<file path="src/design/pvmr_map.vh">
`ifndef PVMR_MAP_VH
`define PVMR_MAP_VH
// Register byte offsets.
`define PVMR_OFF_ICR    8'h00
`define PVMR_OFF_AMSR   8'h04
`define PVMR_OFF_BTDR   8'h08
`define PVMR_OFF_BTCR   8'h0C
`define PVMR_OFF_BTLR0  8'h10
`define PVMR_OFF_BTLR1  8'h14
`define PVMR_OFF_ARB    8'h18
`define PVMR_OFF_DMAICR 8'h1C
`define PVMR_OFF_EGIVBR 8'h20
`define PVMR_OFF_BESR   8'h24
`define PVMR_OFF_RCR    8'hD0
// Reset values.
`define PVMR_RST_BYTE   8'h00
// Field positions.
`define PVMR_ICR_ATOM_HI 7
`define PVMR_ICR_ATOM_LO 5
`define PVMR_ATOM_ON     3'h1
`define PVMR_BTDR_D32    0
`define PVMR_BTDR_D64    4
`define PVMR_BTDR_X2K    7
`define PVMR_BTCR_EN     7
`define PVMR_BTCR_DIR    6
`define PVMR_BESR_INV    0
`define PVMR_BESR_DONE   1
// Release modes.
`define PVMR_REL_ROR     2'h0
`define PVMR_REL_RWD     2'h1
`define PVMR_REL_ROC     2'h2
`define PVMR_REL_HOLD    2'h3
// Address sizes.
`define PVMR_AS_USER     2'h0
`define PVMR_AS_A32      2'h1
`define PVMR_AS_A16      2'h2
`define PVMR_AS_A24      2'h3
// Data widths.
`define PVMR_W_D08       2'h0
`define PVMR_W_D16       2'h1
`define PVMR_W_D32       2'h2
`define PVMR_W_D64       2'h3
// Timing.
`define PVMR_CLK_NS        50
`define PVMR_FAIR_UNIT_NS  2000
`define PVMR_FAIR_UNIT_CYC ((`PVMR_FAIR_UNIT_NS + `PVMR_CLK_NS - 1) / `PVMR_CLK_NS)
`define PVMR_GAP_UNIT_NS   1000
`define PVMR_GAP_UNIT_CYC  ((`PVMR_GAP_UNIT_NS + `PVMR_CLK_NS - 1) / `PVMR_CLK_NS)
`endif

</file>
<file path="src/design/pvmr_master_requester.v">
`timescale 1ns/1ns
`include "pvmr_map.vh"
module pvmr_master_requester (
  input  wire        clk_sys,        // System clock, 20 MHz.
  input  wire        rst_n,          // Asynchronous reset, active low.
  input  wire [7:0]  avs_address,    // Avalon byte address.
  input  wire        avs_read,       // Avalon read request.
  input  wire        avs_write,      // Avalon write request.
  input  wire [31:0] avs_writedata,  // Avalon write data.
  input  wire [3:0]  avs_byteenable, // Avalon byte enables.
  output wire        avs_waitrequest,// Avalon wait request.
  output reg  [31:0] avs_readdata,   // Avalon read data.
  input  wire        pio_req,        // Window access request, held until done.
  input  wire        pio_write,      // Window access is a write.
  input  wire [3:0]  pio_be,         // Byte enables of the window access.
  input  wire [17:0] pio_offset,     // Byte offset inside the page.
  input  wire [31:0] pio_wdata,      // Window write data.
  input  wire        sg_valid,       // Page entry valid bit.
  input  wire [1:0]  sg_asize,       // Page entry address size field.
  input  wire [1:0]  sg_fcode,       // Page entry function code field.
  input  wire        sg_atomic,      // Page entry atomic pair bit.
  input  wire [13:0] sg_page,        // Page entry VME page number.
  output reg         pio_done,       // One-cycle pulse, access finished.
  output reg         pio_err,        // With pio_done, entry was invalid.
  output reg         vme_cyc_req,    // VME cycle request, held until ack.
  input  wire        vme_cyc_ack,    // VME cycle finished.
  output reg  [31:0] vme_addr,       // VME address of the cycle.
  output reg  [5:0]  vme_am,         // VME address modifier.
  output reg  [1:0]  vme_width,      // Cycle width code.
  output reg         vme_wr,         // Cycle is a write.
  output reg         vme_blk,        // Cycle is part of a block.
  output reg  [31:0] vme_wdata,      // Single cycle write data.
  output reg  [3:0]  vme_br,         // Bus request lines, one hot.
  input  wire [3:0]  vme_br_in,      // Requests seen from other masters.
  input  wire        vme_bg_in,      // Bus grant to this device.
  input  wire        vme_bclr_in,    // Bus clear from system controller.
  output reg         vme_bbsy,       // Bus busy, this device owns the bus.
  output wire        dma_irq,        // DMA completion interrupt level.
  output wire [7:0]  dma_vector      // Vector presented with dma_irq.
);

  localparam ST_IDLE = 3'h0;
  localparam ST_ARB  = 3'h1;
  localparam ST_PIO  = 3'h2;
  localparam ST_BEAT = 3'h3;
  localparam ST_GAP  = 3'h4;

  reg [7:0]  icr_q, amsr_q, btdr_q, btcr_q, btlr0_q, btlr1_q;
  reg [7:0]  arb_q, dmaicr_q, egivbr_q, rcr_q;
  reg [1:0]  besr_q;
  reg        ack_q;
  reg [2:0]  st_q;
  reg        own_q, hold_q, dma_q;
  reg [16:0] left_q;
  reg [8:0]  beats_q;
  reg [9:0]  wait_q;
  reg        set_done;
  reg        set_inv;

  wire wr_acc = avs_write & ack_q;
  wire rd_acc = avs_read & ~ack_q;

  ////////////////////////////////////////////////////////////////////////////
  // Avalon slave: every access waits exactly one cycle. Reads are captured on
  // the first edge, so the data stand while waitrequest is low; writes land
  // on the accepting edge.
  assign avs_waitrequest = (avs_read | avs_write) & ~ack_q;

  // Accept toggle.
  always @(posedge clk_sys or negedge rst_n) begin
    if (!rst_n) begin
      ack_q <= 1'b0;
    end else begin
      ack_q <= (avs_read | avs_write) & ~ack_q;
    end
  end

  // Register writes; only byte lane 0 holds data.
  always @(posedge clk_sys or negedge rst_n) begin
    if (!rst_n) begin
      icr_q    <= `PVMR_RST_BYTE;
      amsr_q   <= `PVMR_RST_BYTE;
      btdr_q   <= `PVMR_RST_BYTE;
      btcr_q   <= `PVMR_RST_BYTE;
      btlr0_q  <= `PVMR_RST_BYTE;
      btlr1_q  <= `PVMR_RST_BYTE;
      arb_q    <= `PVMR_RST_BYTE;
      dmaicr_q <= `PVMR_RST_BYTE;
      egivbr_q <= `PVMR_RST_BYTE;
      rcr_q    <= `PVMR_RST_BYTE;
    end else if (wr_acc && avs_byteenable[0]) begin
      if (avs_address == `PVMR_OFF_ICR) begin
        icr_q <= avs_writedata[7:0];
      end else if (avs_address == `PVMR_OFF_AMSR) begin
        amsr_q <= avs_writedata[7:0];
      end else if (avs_address == `PVMR_OFF_BTDR) begin
        btdr_q <= avs_writedata[7:0];
      end else if (avs_address == `PVMR_OFF_BTCR) begin
        btcr_q <= avs_writedata[7:0];
      end else if (avs_address == `PVMR_OFF_BTLR0) begin
        btlr0_q <= avs_writedata[7:0];
      end else if (avs_address == `PVMR_OFF_BTLR1) begin
        btlr1_q <= avs_writedata[7:0];
      end else if (avs_address == `PVMR_OFF_ARB) begin
        arb_q <= avs_writedata[7:0];
      end else if (avs_address == `PVMR_OFF_DMAICR) begin
        dmaicr_q <= avs_writedata[7:0];
      end else if (avs_address == `PVMR_OFF_EGIVBR) begin
        egivbr_q <= avs_writedata[7:0];
      end else if (avs_address == `PVMR_OFF_RCR) begin
        rcr_q <= avs_writedata[7:0];
      end
    end
  end

  // Read mux; unmapped addresses read zero.
  always @(posedge clk_sys or negedge rst_n) begin
    if (!rst_n) begin
      avs_readdata <= 32'h00000000;
    end else if (rd_acc) begin
      if (avs_address == `PVMR_OFF_ICR) begin
        avs_readdata <= {24'h000000, icr_q};
      end else if (avs_address == `PVMR_OFF_AMSR) begin
        avs_readdata <= {24'h000000, amsr_q};
      end else if (avs_address == `PVMR_OFF_BTDR) begin
        avs_readdata <= {24'h000000, btdr_q};
      end else if (avs_address == `PVMR_OFF_BTCR) begin
        avs_readdata <= {24'h000000, btcr_q};
      end else if (avs_address == `PVMR_OFF_BTLR0) begin
        avs_readdata <= {24'h000000, btlr0_q};
      end else if (avs_address == `PVMR_OFF_BTLR1) begin
        avs_readdata <= {24'h000000, btlr1_q};
      end else if (avs_address == `PVMR_OFF_ARB) begin
        avs_readdata <= {24'h000000, arb_q};
      end else if (avs_address == `PVMR_OFF_DMAICR) begin
        avs_readdata <= {24'h000000, dmaicr_q};
      end else if (avs_address == `PVMR_OFF_EGIVBR) begin
        avs_readdata <= {24'h000000, egivbr_q};
      end else if (avs_address == `PVMR_OFF_BESR) begin
        avs_readdata <= {30'h00000000, besr_q};
      end else if (avs_address == `PVMR_OFF_RCR) begin
        avs_readdata <= {24'h000000, rcr_q};
      end else begin
        avs_readdata <= 32'h00000000;
      end
    end
  end

  // Sticky status, write one to clear; a hardware set in the same cycle wins.
  always @(posedge clk_sys or negedge rst_n) begin
    if (!rst_n) begin
      besr_q <= 2'h0;
    end else begin
      if (set_inv) begin
        besr_q[`PVMR_BESR_INV] <= 1'b1;
      end else if (wr_acc && avs_address == `PVMR_OFF_BESR &&
                   avs_writedata[`PVMR_BESR_INV]) begin
        besr_q[`PVMR_BESR_INV] <= 1'b0;
      end
      if (set_done) begin
        besr_q[`PVMR_BESR_DONE] <= 1'b1;
      end else if (wr_acc && avs_address == `PVMR_OFF_BESR &&
                   avs_writedata[`PVMR_BESR_DONE]) begin
        besr_q[`PVMR_BESR_DONE] <= 1'b0;
      end
    end
  end

  // Completion interrupt gated by its enable, vector from the base register.
  assign dma_irq    = besr_q[`PVMR_BESR_DONE] & dmaicr_q[0];
  assign dma_vector = egivbr_q;

  ////////////////////////////////////////////////////////////////////////////
  // Modifier formation. User-defined size bypasses block conversion.
  function [5:0] pvmr_am;
    input [1:0] asz;
    input [1:0] fc;
    input       blk;
    input       d64;
    input [5:0] user;
    begin
      pvmr_am = user;
      if (asz == `PVMR_AS_A32) begin
        if (blk) begin
          pvmr_am = d64 ? (fc[1] ? 6'h0C : 6'h08) : (fc[1] ? 6'h0F : 6'h0B);
        end else begin
          pvmr_am = {4'h0, fc[1], 1'b0} + 6'h09 + {5'h00, fc[0]} + {4'h0, fc[1], 1'b0};
        end
      end else if (asz == `PVMR_AS_A24) begin
        if (blk) begin
          pvmr_am = d64 ? (fc[1] ? 6'h3C : 6'h38) : (fc[1] ? 6'h3F : 6'h3B);
        end else begin
          pvmr_am = {4'h0, fc[1], 1'b0} + 6'h39 + {5'h00, fc[0]} + {4'h0, fc[1], 1'b0};
        end
      end else if (asz == `PVMR_AS_A16) begin
        pvmr_am = fc[1] ? 6'h2D : 6'h29;
      end
    end
  endfunction

  // Width of a single access from its byte enables.
  function [1:0] pvmr_width;
    input [3:0] be;
    begin
      if (be == 4'hF) begin
        pvmr_width = `PVMR_W_D32;
      end else if (be == 4'h3 || be == 4'hC) begin
        pvmr_width = `PVMR_W_D16;
      end else begin
        pvmr_width = `PVMR_W_D08;
      end
    end
  endfunction

  ////////////////////////////////////////////////////////////////////////////
  // DMA geometry.
  wire       d64      = btdr_q[`PVMR_BTDR_D64];
  wire [1:0] dma_w    = d64 ? `PVMR_W_D64 : (btdr_q[`PVMR_BTDR_D32] ? `PVMR_W_D32 : `PVMR_W_D16);
  wire [3:0] step     = d64 ? 4'h8 : (btdr_q[`PVMR_BTDR_D32] ? 4'h4 : 4'h2);
  wire [6:0] blen     = (rcr_q[5:0] == 6'h00) ? 7'h40 : {1'b0, rcr_q[5:0]};
  wire [8:0] blimit   = d64 ? {blen, 2'h0} : {2'h0, blen};
  wire [31:0] nxt_adr = vme_addr + {28'h0000000, step};
  wire       bound    = d64 ? (nxt_adr[10:0] == 11'h000) : (nxt_adr[7:0] == 8'h00);
  wire [16:0] nxt_left = left_q - {13'h0000, step};
  wire       atom_ok  = icr_q[`PVMR_ICR_ATOM_HI:`PVMR_ICR_ATOM_LO] == `PVMR_ATOM_ON;
  wire [1:0] rel_mode = rcr_q[7:6];

  ////////////////////////////////////////////////////////////////////////////
  // Requester: fairness standoff counted in 2 us units.
  reg [9:0] fair_q;
  wire      others   = |vme_br_in;
  wire      fair_on  = arb_q[7:4] != 4'h0;
  wire      fair_inf = arb_q[7:4] == 4'hF;
  wire      fair_exp = fair_q >= arb_q[7:4] * `PVMR_FAIR_UNIT_CYC;
  wire      may_req  = ~fair_on | ~others | (~fair_inf & fair_exp);

  // Standoff timer runs only while arbitrating with others on the bus.
  always @(posedge clk_sys or negedge rst_n) begin
    if (!rst_n) begin
      fair_q <= 10'h000;
    end else if (st_q == ST_ARB && others && !own_q && !fair_exp) begin
      fair_q <= fair_q + 10'h001;
    end else if (st_q != ST_ARB) begin
      fair_q <= 10'h000;
    end
  end

  ////////////////////////////////////////////////////////////////////////////
  // Main sequencer.
  always @(posedge clk_sys or negedge rst_n) begin
    if (!rst_n) begin
      st_q        <= ST_IDLE;
      own_q       <= 1'b0;
      hold_q      <= 1'b0;
      dma_q       <= 1'b0;
      left_q      <= 17'h00000;
      beats_q     <= 9'h000;
      wait_q      <= 10'h000;
      pio_done    <= 1'b0;
      pio_err     <= 1'b0;
      vme_cyc_req <= 1'b0;
      vme_addr    <= 32'h00000000;
      vme_am      <= 6'h00;
      vme_width   <= 2'h0;
      vme_wr      <= 1'b0;
      vme_blk     <= 1'b0;
      vme_wdata   <= 32'h00000000;
      vme_br      <= 4'h0;
      vme_bbsy    <= 1'b0;
      set_done    <= 1'b0;
      set_inv     <= 1'b0;
    end else begin
      pio_done <= 1'b0;
      pio_err  <= 1'b0;
      set_done <= 1'b0;
      set_inv  <= 1'b0;
      case (st_q)
        ST_IDLE: begin
          // Release decision while idle and owning the bus.
          if (own_q && !hold_q) begin
            if ((rel_mode == `PVMR_REL_RWD) ||
                (rel_mode == `PVMR_REL_ROR && others) ||
                (rel_mode == `PVMR_REL_ROC && vme_bclr_in)) begin
              own_q    <= 1'b0;
              vme_bbsy <= 1'b0;
            end
          end
          if (pio_req && !pio_done) begin
            if (!sg_valid) begin
              pio_done <= 1'b1;
              pio_err  <= 1'b1;
              set_inv  <= 1'b1;
            end else begin
              vme_addr  <= {sg_page, pio_offset};
              vme_am    <= pvmr_am(sg_asize, sg_fcode, 1'b0, 1'b0, amsr_q[5:0]);
              vme_width <= pvmr_width(pio_be);
              vme_wr    <= pio_write;
              vme_wdata <= pio_wdata;
              vme_blk   <= 1'b0;
              // A write while DMA is enabled starts the block engine.
              dma_q     <= pio_write & btcr_q[`PVMR_BTCR_EN];
              left_q    <= {(btlr1_q == 8'h00 && btlr0_q == 8'h00), btlr1_q, btlr0_q};
              if (pio_write && btcr_q[`PVMR_BTCR_EN]) begin
                vme_am    <= pvmr_am(sg_asize, sg_fcode, 1'b1, d64, amsr_q[5:0]);
                vme_width <= dma_w;
                vme_wr    <= btcr_q[`PVMR_BTCR_DIR];
                vme_blk   <= 1'b1;
                pio_done  <= 1'b1;
              end
              st_q <= ST_ARB;
            end
          end
        end
        ST_ARB: begin
          // Capture-and-hold ignores other requests and keeps its claim.
          if (own_q) begin
            vme_br <= 4'h0;
            st_q   <= dma_q ? ST_BEAT : ST_PIO;
            beats_q <= 9'h000;
          end else if (vme_bg_in && vme_br != 4'h0) begin
            own_q    <= 1'b1;
            vme_bbsy <= 1'b1;
            vme_br   <= 4'h0;
          end else if (may_req) begin
            vme_br <= 4'h1 << arb_q[1:0];
          end
        end
        ST_PIO: begin
          vme_cyc_req <= ~(vme_cyc_req & vme_cyc_ack);
          if (vme_cyc_req && vme_cyc_ack) begin
            pio_done <= 1'b1;
            // First of a pair arms the hold; the following access ends it.
            hold_q   <= ~hold_q & sg_atomic & atom_ok;
            st_q     <= ST_IDLE;
          end
        end
        ST_BEAT: begin
          vme_cyc_req <= ~(vme_cyc_req & vme_cyc_ack);
          if (vme_cyc_req && vme_cyc_ack) begin
            vme_addr <= nxt_adr;
            left_q   <= nxt_left;
            beats_q  <= beats_q + 9'h001;
            if (nxt_left == 17'h00000) begin
              dma_q    <= 1'b0;
              set_done <= 1'b1;
              st_q     <= ST_IDLE;
            end else if (bound || (beats_q + 9'h001) == blimit) begin
              // Give the bus up between bursts, except in capture-and-hold, so other masters can get in.
              if (rel_mode != `PVMR_REL_HOLD) begin
                own_q    <= 1'b0;
                vme_bbsy <= 1'b0;
              end
              wait_q <= {btcr_q[3:0], 6'h00} >> 1;
              st_q   <= ST_GAP;
            end
          end
        end
        ST_GAP: begin
          if (wait_q == 10'h000) begin
            st_q <= ST_ARB;
          end else begin
            wait_q <= wait_q - 10'h001;
          end
        end
        default: begin
          st_q <= ST_IDLE;
        end
      endcase
      // Capture-and-hold keeps any acquired ownership.
      if (rel_mode == `PVMR_REL_HOLD && own_q) begin
        own_q    <= 1'b1;
        vme_bbsy <= 1'b1;
      end
    end
  end

endmodule // pvmr_master_requester

</file>
<file path="config.mk">
export PLATFORM = sky130hd
export DESIGN_NAME = pvmr_master_requester
export DESIGN_NICKNAME = d
export VERILOG_FILES = /design/src/design/pvmr_master_requester.v
export VERILOG_INCLUDE_DIRS = /design/src /design/src/design
export SDC_FILE = /design/constraint.sdc
export NUM_CORES = 1
export LEC_CHECK = 0
export BUFFER_PORTS_ARGS = -buffer_cell sky130_fd_sc_hd__buf_2
export CORE_ASPECT_RATIO = 1.1
export CORE_MARGIN = 5
export CORE_UTILIZATION = 60
export DETAILED_ROUTE_END_ITERATION = 16
export GPL_ROUTABILITY_DRIVEN = 0
export GPL_TIMING_DRIVEN = 0
export PLACE_DENSITY = 0.84
export SLEW_MARGIN = 10
export SYNTH_ARGS = -nofsm -noshare
export SYNTH_HDL_FRONTEND = slang
export SYNTH_SLANG_ARGS = --single-unit
</file>
<file path="constraint.sdc">
create_clock -name clk_sys -period 7.4 [get_ports clk_sys]
set_clock_uncertainty 0.05 [all_clocks]
set_input_delay 0.37 -clock clk_sys [delete_from_list [all_inputs] [get_ports clk_sys]]
set_output_delay 0.37 -clock clk_sys [all_outputs]
set_load 0.005 [all_outputs]
</file>
==> parameters.txt <==
Parameter                              Value

Setup path
  Highest-delay cell along the critical path ... sky130_fd_sc_hd__a221oi_2
  Worst path buffer plus inverter count ... 4
  Most used cell, CP ... sky130_fd_sc_hd__inv_1
  Worst-path cell chain ... buf_2, clkbuf_1, inv_1, nand2_1, inv_1, ha_1, a21oi_1, and2_0, xor2_1, a311o_1, a221oi_2, nor2_2, a2bb2oi_1
  Delay of the slowest critical-path stage ... 820 ps
  Worst-path fanout max ... 10
  Critical path launch point type ... flip-flop
  Critical path's top delay family ... compound AO/OA/AOI/OAI gates
  Critical Path RT ... 7800 ps
  Arr. time, crit path ... 5220 ps
  Category of the critical setup timing path ... reg -> reg
  Endpoint type of the worst setup path ... flip-flop

Logic synthesis
  Main synth FF type ... sky130_fd_sc_hd__dfrtp_1
  Synthesis Warnings ... 0
  Netlist Area Pre-Place ... 12130 µm²
  Post-synthesis sequential area ratio ... 46.62%
  Flop and latch count out of synthesis ... 226
  Synth top area cells ... sky130_fd_sc_hd__dfrtp_1 (47%), sky130_fd_sc_hd__mux2_2 (11%), sky130_fd_sc_hd__a21oi_1 (3.9%)
  Avg Synthesized Cell Area ... 10.01 µm²
  Post-Synthesis Cells ... 1212
  Number of enable flip-flop cells after synthesis ... 0
  Fraction of synthesized cell area taken by the top area cell type ... 46.62%
  Library cell with the largest summed area after synthesis ... sky130_fd_sc_hd__dfrtp_1
  Distinct cell type count of the synthesized netlist ... 82
  Fraction of synthesis flops using an asynchronous set or reset pin ... 100.0%

Global route
  First-pass GRT wire length ... 57840 µm
  Antenna violations before repair ... 1
  Via count of the first global-routing pass ... 11090
  All-layer global routing usage ... 29.93%
  Largest net degree at the start of global routing ... 112
  Residual overflow from global routing ... 0

Timing
  Unrepaired setup endpoints after global routing ... no
  Final setup vio count ... 0
  Maximum clock frequency ... 207.3 MHz
  Count of final max-slew check failures ... 0
  Total Negative Setup Slacks ... 0 ps
  Worst-Margin Slew ... 1230 ps
  Final Cycle Share ... 65.17%
  Final-report hold violation count ... 0
  Relative slew slack ... 17.37%
  Fin crit period ... 4823 ps

Drt
  Number of detailed-routing iterations run before antenna repair ... 6
  DRT antenna net count ... 0
  Final Routed Wirelength ... 35750 µm
  Total number of vias ... 11000
  Routed length per instance ... 20.68 µm
  Vias per std cell ... 6.359
  Initial drt markers ... 982
  DRC ... 0

Layout
  Post-route design area ... 14350 µm²
  Area growth, synth to finish ... 18.27%
  Final net count ... 1614
  Fraction of final layout cells with drive strength greater than 1 ... 27.24%

Power and ir drop
  Cell Int Power ... 0.002798 W
  Tot Pwr ... 0.004377 W
  Comb power frac ... 32.8%
  Clock Power Share ... 26.9%
  Worst VDD drop ... 231.5 µV
  Switching power ... 0.001579 W
  Switching part of the total power ... 36.08%
  Leak Pwr ... 6.644 nW
  Portion of total power attributed to sequential cells ... 40.3%
  Power Dens Cells ... 305.1 nW/µm²

Die
  Vertical die dimension ... 159.1 µm
  Starting utilization of the core area ... 61.07%
  Top-level port count ... 255
  Area of the core ... 19860 µm²
  Die X-Extent ... 145.6 µm
  Std cell rows ... 54
  Die area ... 23160 µm²

Clocking
  Number of CTS-inserted buffers ... 24
  Worst-skew pair later-pin latency ... 530 ps
  Clock tree from TritonCTS ... yes
  Root cell of the clock tree ... sky130_fd_sc_hd__clkbuf_16
  Resized Gates After CTS ... 0
  Post-CTS setup buffer count ... 0
  Clk sinks ... 226
  Clk buf depth ... 3
  Clock-pin slew reported for the worst setup and hold paths after clock tree synthesis ... 60 ps
  H-tree Lvls ... 1

Placement
  Port Buf Inserts ... 195
  Half-perimeter wire length of the detailed placement result ... 25470 µm
  Cell area after placement ... 13570 µm²

Outcome
  Run status ... completed

Job
  Max capacitance violation total ... 0

Min path
  Path type of the worst min-delay path ... in -> reg
[cells in the mapped netlist, types with 5 or more instances]
| cell type | count |
|---|---|
| sky130_fd_sc_hd__and3_1 | 14 |
| sky130_fd_sc_hd__clkbuf_1 | 45 |
| sky130_fd_sc_hd__or3_1 | 14 |
| sky130_fd_sc_hd__nor2_1 | 92 |
| sky130_fd_sc_hd__a22o_1 | 12 |
| sky130_fd_sc_hd__nand4_1 | 16 |
| sky130_fd_sc_hd__a221oi_1 | 6 |
| sky130_fd_sc_hd__buf_4 | 25 |
| sky130_fd_sc_hd__inv_1 | 24 |
| sky130_fd_sc_hd__nor2b_1 | 6 |
| sky130_fd_sc_hd__a211oi_1 | 9 |
| sky130_fd_sc_hd__nand2b_1 | 13 |
| sky130_fd_sc_hd__o31ai_1 | 9 |
| sky130_fd_sc_hd__mux2_2 | 118 |
| sky130_fd_sc_hd__a21oi_1 | 94 |
| sky130_fd_sc_hd__nand3b_1 | 5 |
| sky130_fd_sc_hd__buf_2 | 5 |
| sky130_fd_sc_hd__a21o_1 | 9 |
| sky130_fd_sc_hd__buf_1 | 9 |
| sky130_fd_sc_hd__nor3_1 | 27 |
| sky130_fd_sc_hd__o21ai_0 | 81 |
| sky130_fd_sc_hd__a2bb2oi_1 | 6 |
| sky130_fd_sc_hd__nand2_1 | 105 |
| sky130_fd_sc_hd__ha_1 | 21 |
| sky130_fd_sc_hd__o22ai_1 | 22 |
| sky130_fd_sc_hd__dfrtp_1 | 226 |
| sky130_fd_sc_hd__mux2i_1 | 9 |
| sky130_fd_sc_hd__nor4_1 | 10 |
| sky130_fd_sc_hd__a221o_1 | 6 |
| sky130_fd_sc_hd__nand3_1 | 33 |
| sky130_fd_sc_hd__xnor2_1 | 6 |
| sky130_fd_sc_hd__xor2_1 | 10 |
| sky130_fd_sc_hd__a22oi_1 | 17 |
| sky130_fd_sc_hd__o22a_1 | 6 |
| sky130_fd_sc_hd__a31oi_1 | 10 |
| sky130_fd_sc_hd__and2_1 | 12 |
[flip-flops by register name (all words and copies together) (netlist names), 9 cells and up]
name,cells
wait_q,10
vme_addr,32
left_q,17
beats_q,9
fair_q,10
vme_wdata,32
[per-stage QoR]
step	hold WS, ps	cells	util [%]	worst slack [ps]
final	19.01	1729	72.22	2577
after CTS	8.358	1728	72.21	2697
after detailed placement	150.2	1684	68.33	2803
after global placement	407.0	1682	68.00	2034
after global routing	10.53	1729	72.22	2224
after floorplan	24.41	1235	-	4025
[layout make-up]
type / instances / area (µm²)
Inverter: 24 / 90.09
Sequential cell: 226 / 5655
Tap cell: 252 / 315.3
Clock inverter: 7 / 75.07
Buffer: 84 / 415.4
Timing Repair Buffer: 198 / 1051
Clock buffer: 36 / 685.7
Antenna cell: 1 / 2.502
Fill cell: 1448 / 5518
Multi-Input combinational cell: 901 / 6056
[power by group through the flow]
stage                     clock (W)  combinational (W)  sequential (W)
after global placement            0            0.00136         0.00176
final                       0.00118            0.00144         0.00177
after global routing        0.00123            0.00157         0.00181
after detailed placement          0            0.00141         0.00178
after floorplan                   0           0.000853         0.00175
after CTS                   0.00118            0.00143         0.00176
[per-layer routing]
| layer | track usage (%) | part of all wire, % | vias to the layer above |
|---|---|---|---|
| met5 | 0 | 0 | - |
| met2 | 49.14 | 49 | 578 |
| met1 | 37.44 | 38 | 5359 |
| met3 | 5.380 | 8.2 | 134 |
| met4 | 16.84 | 5.3 | 0 |
| li1 | - | - | 4924 |
[layout by cell type (no fill, tap or decap), types with 16 or more instances in the layout]
cell type and instances:
sky130_fd_sc_hd__clkbuf_16 24, sky130_fd_sc_hd__mux2_2 118, sky130_fd_sc_hd__nor2_1 92, sky130_fd_sc_hd__ha_1 21, sky130_fd_sc_hd__dfrtp_1 226, sky130_fd_sc_hd__clkbuf_1 53
sky130_fd_sc_hd__buf_4 25, sky130_fd_sc_hd__a21oi_1 94, sky130_fd_sc_hd__nand2_1 105, sky130_fd_sc_hd__nand4_1 16, sky130_fd_sc_hd__nor3_1 27, sky130_fd_sc_hd__conb_1 24
sky130_fd_sc_hd__o21ai_0 81, sky130_fd_sc_hd__a22oi_1 17, sky130_fd_sc_hd__inv_1 24, sky130_fd_sc_hd__nand3_1 33, sky130_fd_sc_hd__buf_2 199, sky130_fd_sc_hd__o22ai_1 22
[final timing paths]
path / startpoint / to / slack, ps / cells past startpoint
setup / recovery: btdr_q[4]$_DFFE_PN0P_ / wait_q[6]$_DFFE_PN0P_ / 2580 / 13
hold / removal: pio_wdata[15] / vme_wdata[15]$_DFFE_PN0P_ / 20 / 2
setup reg to reg: btdr_q[4]$_DFFE_PN0P_ / wait_q[6]$_DFFE_PN0P_ / 2580 / 13
hold reg to reg: vme_am[4]$_DFFE_PN0P_ / vme_am[4]$_DFFE_PN0P_ / 420 / 1
max in group asynchronous: rst_n / dmaicr_q[7]$_DFFE_PN0P_ / 5800 / 4
min in group asynchronous: rst_n / vme_addr[24]$_DFFE_PN0P_ / 210 / 2
[kinds of logic (layout without fill, tap and decap cells)]
| group | after synthesis | count (layout) | share of synthesized area (%) |
|---|---|---|---|
| compound gates | 329 | 329 | 17.69 |
| xor+xnor | 17 | 17 | 1.341 |
| fa+ha+maj | 24 | 24 | 2.661 |
| buf+inv | 108 | 349 | 4.167 |
| flops | 226 | 226 | 46.62 |
| mux | 130 | 130 | 12.01 |
| other cells | 1 | 25 | 0.03091 |
| simple gates | 377 | 377 | 15.48 |
[timing repair]
item                                   in CTS  in global routing
hold buffers                                1                  0
endpoints found under the hold margin     115                  0
setup endpoints to repair                   0                  0
Note: power is estimated with default switching activity, not from simulation.
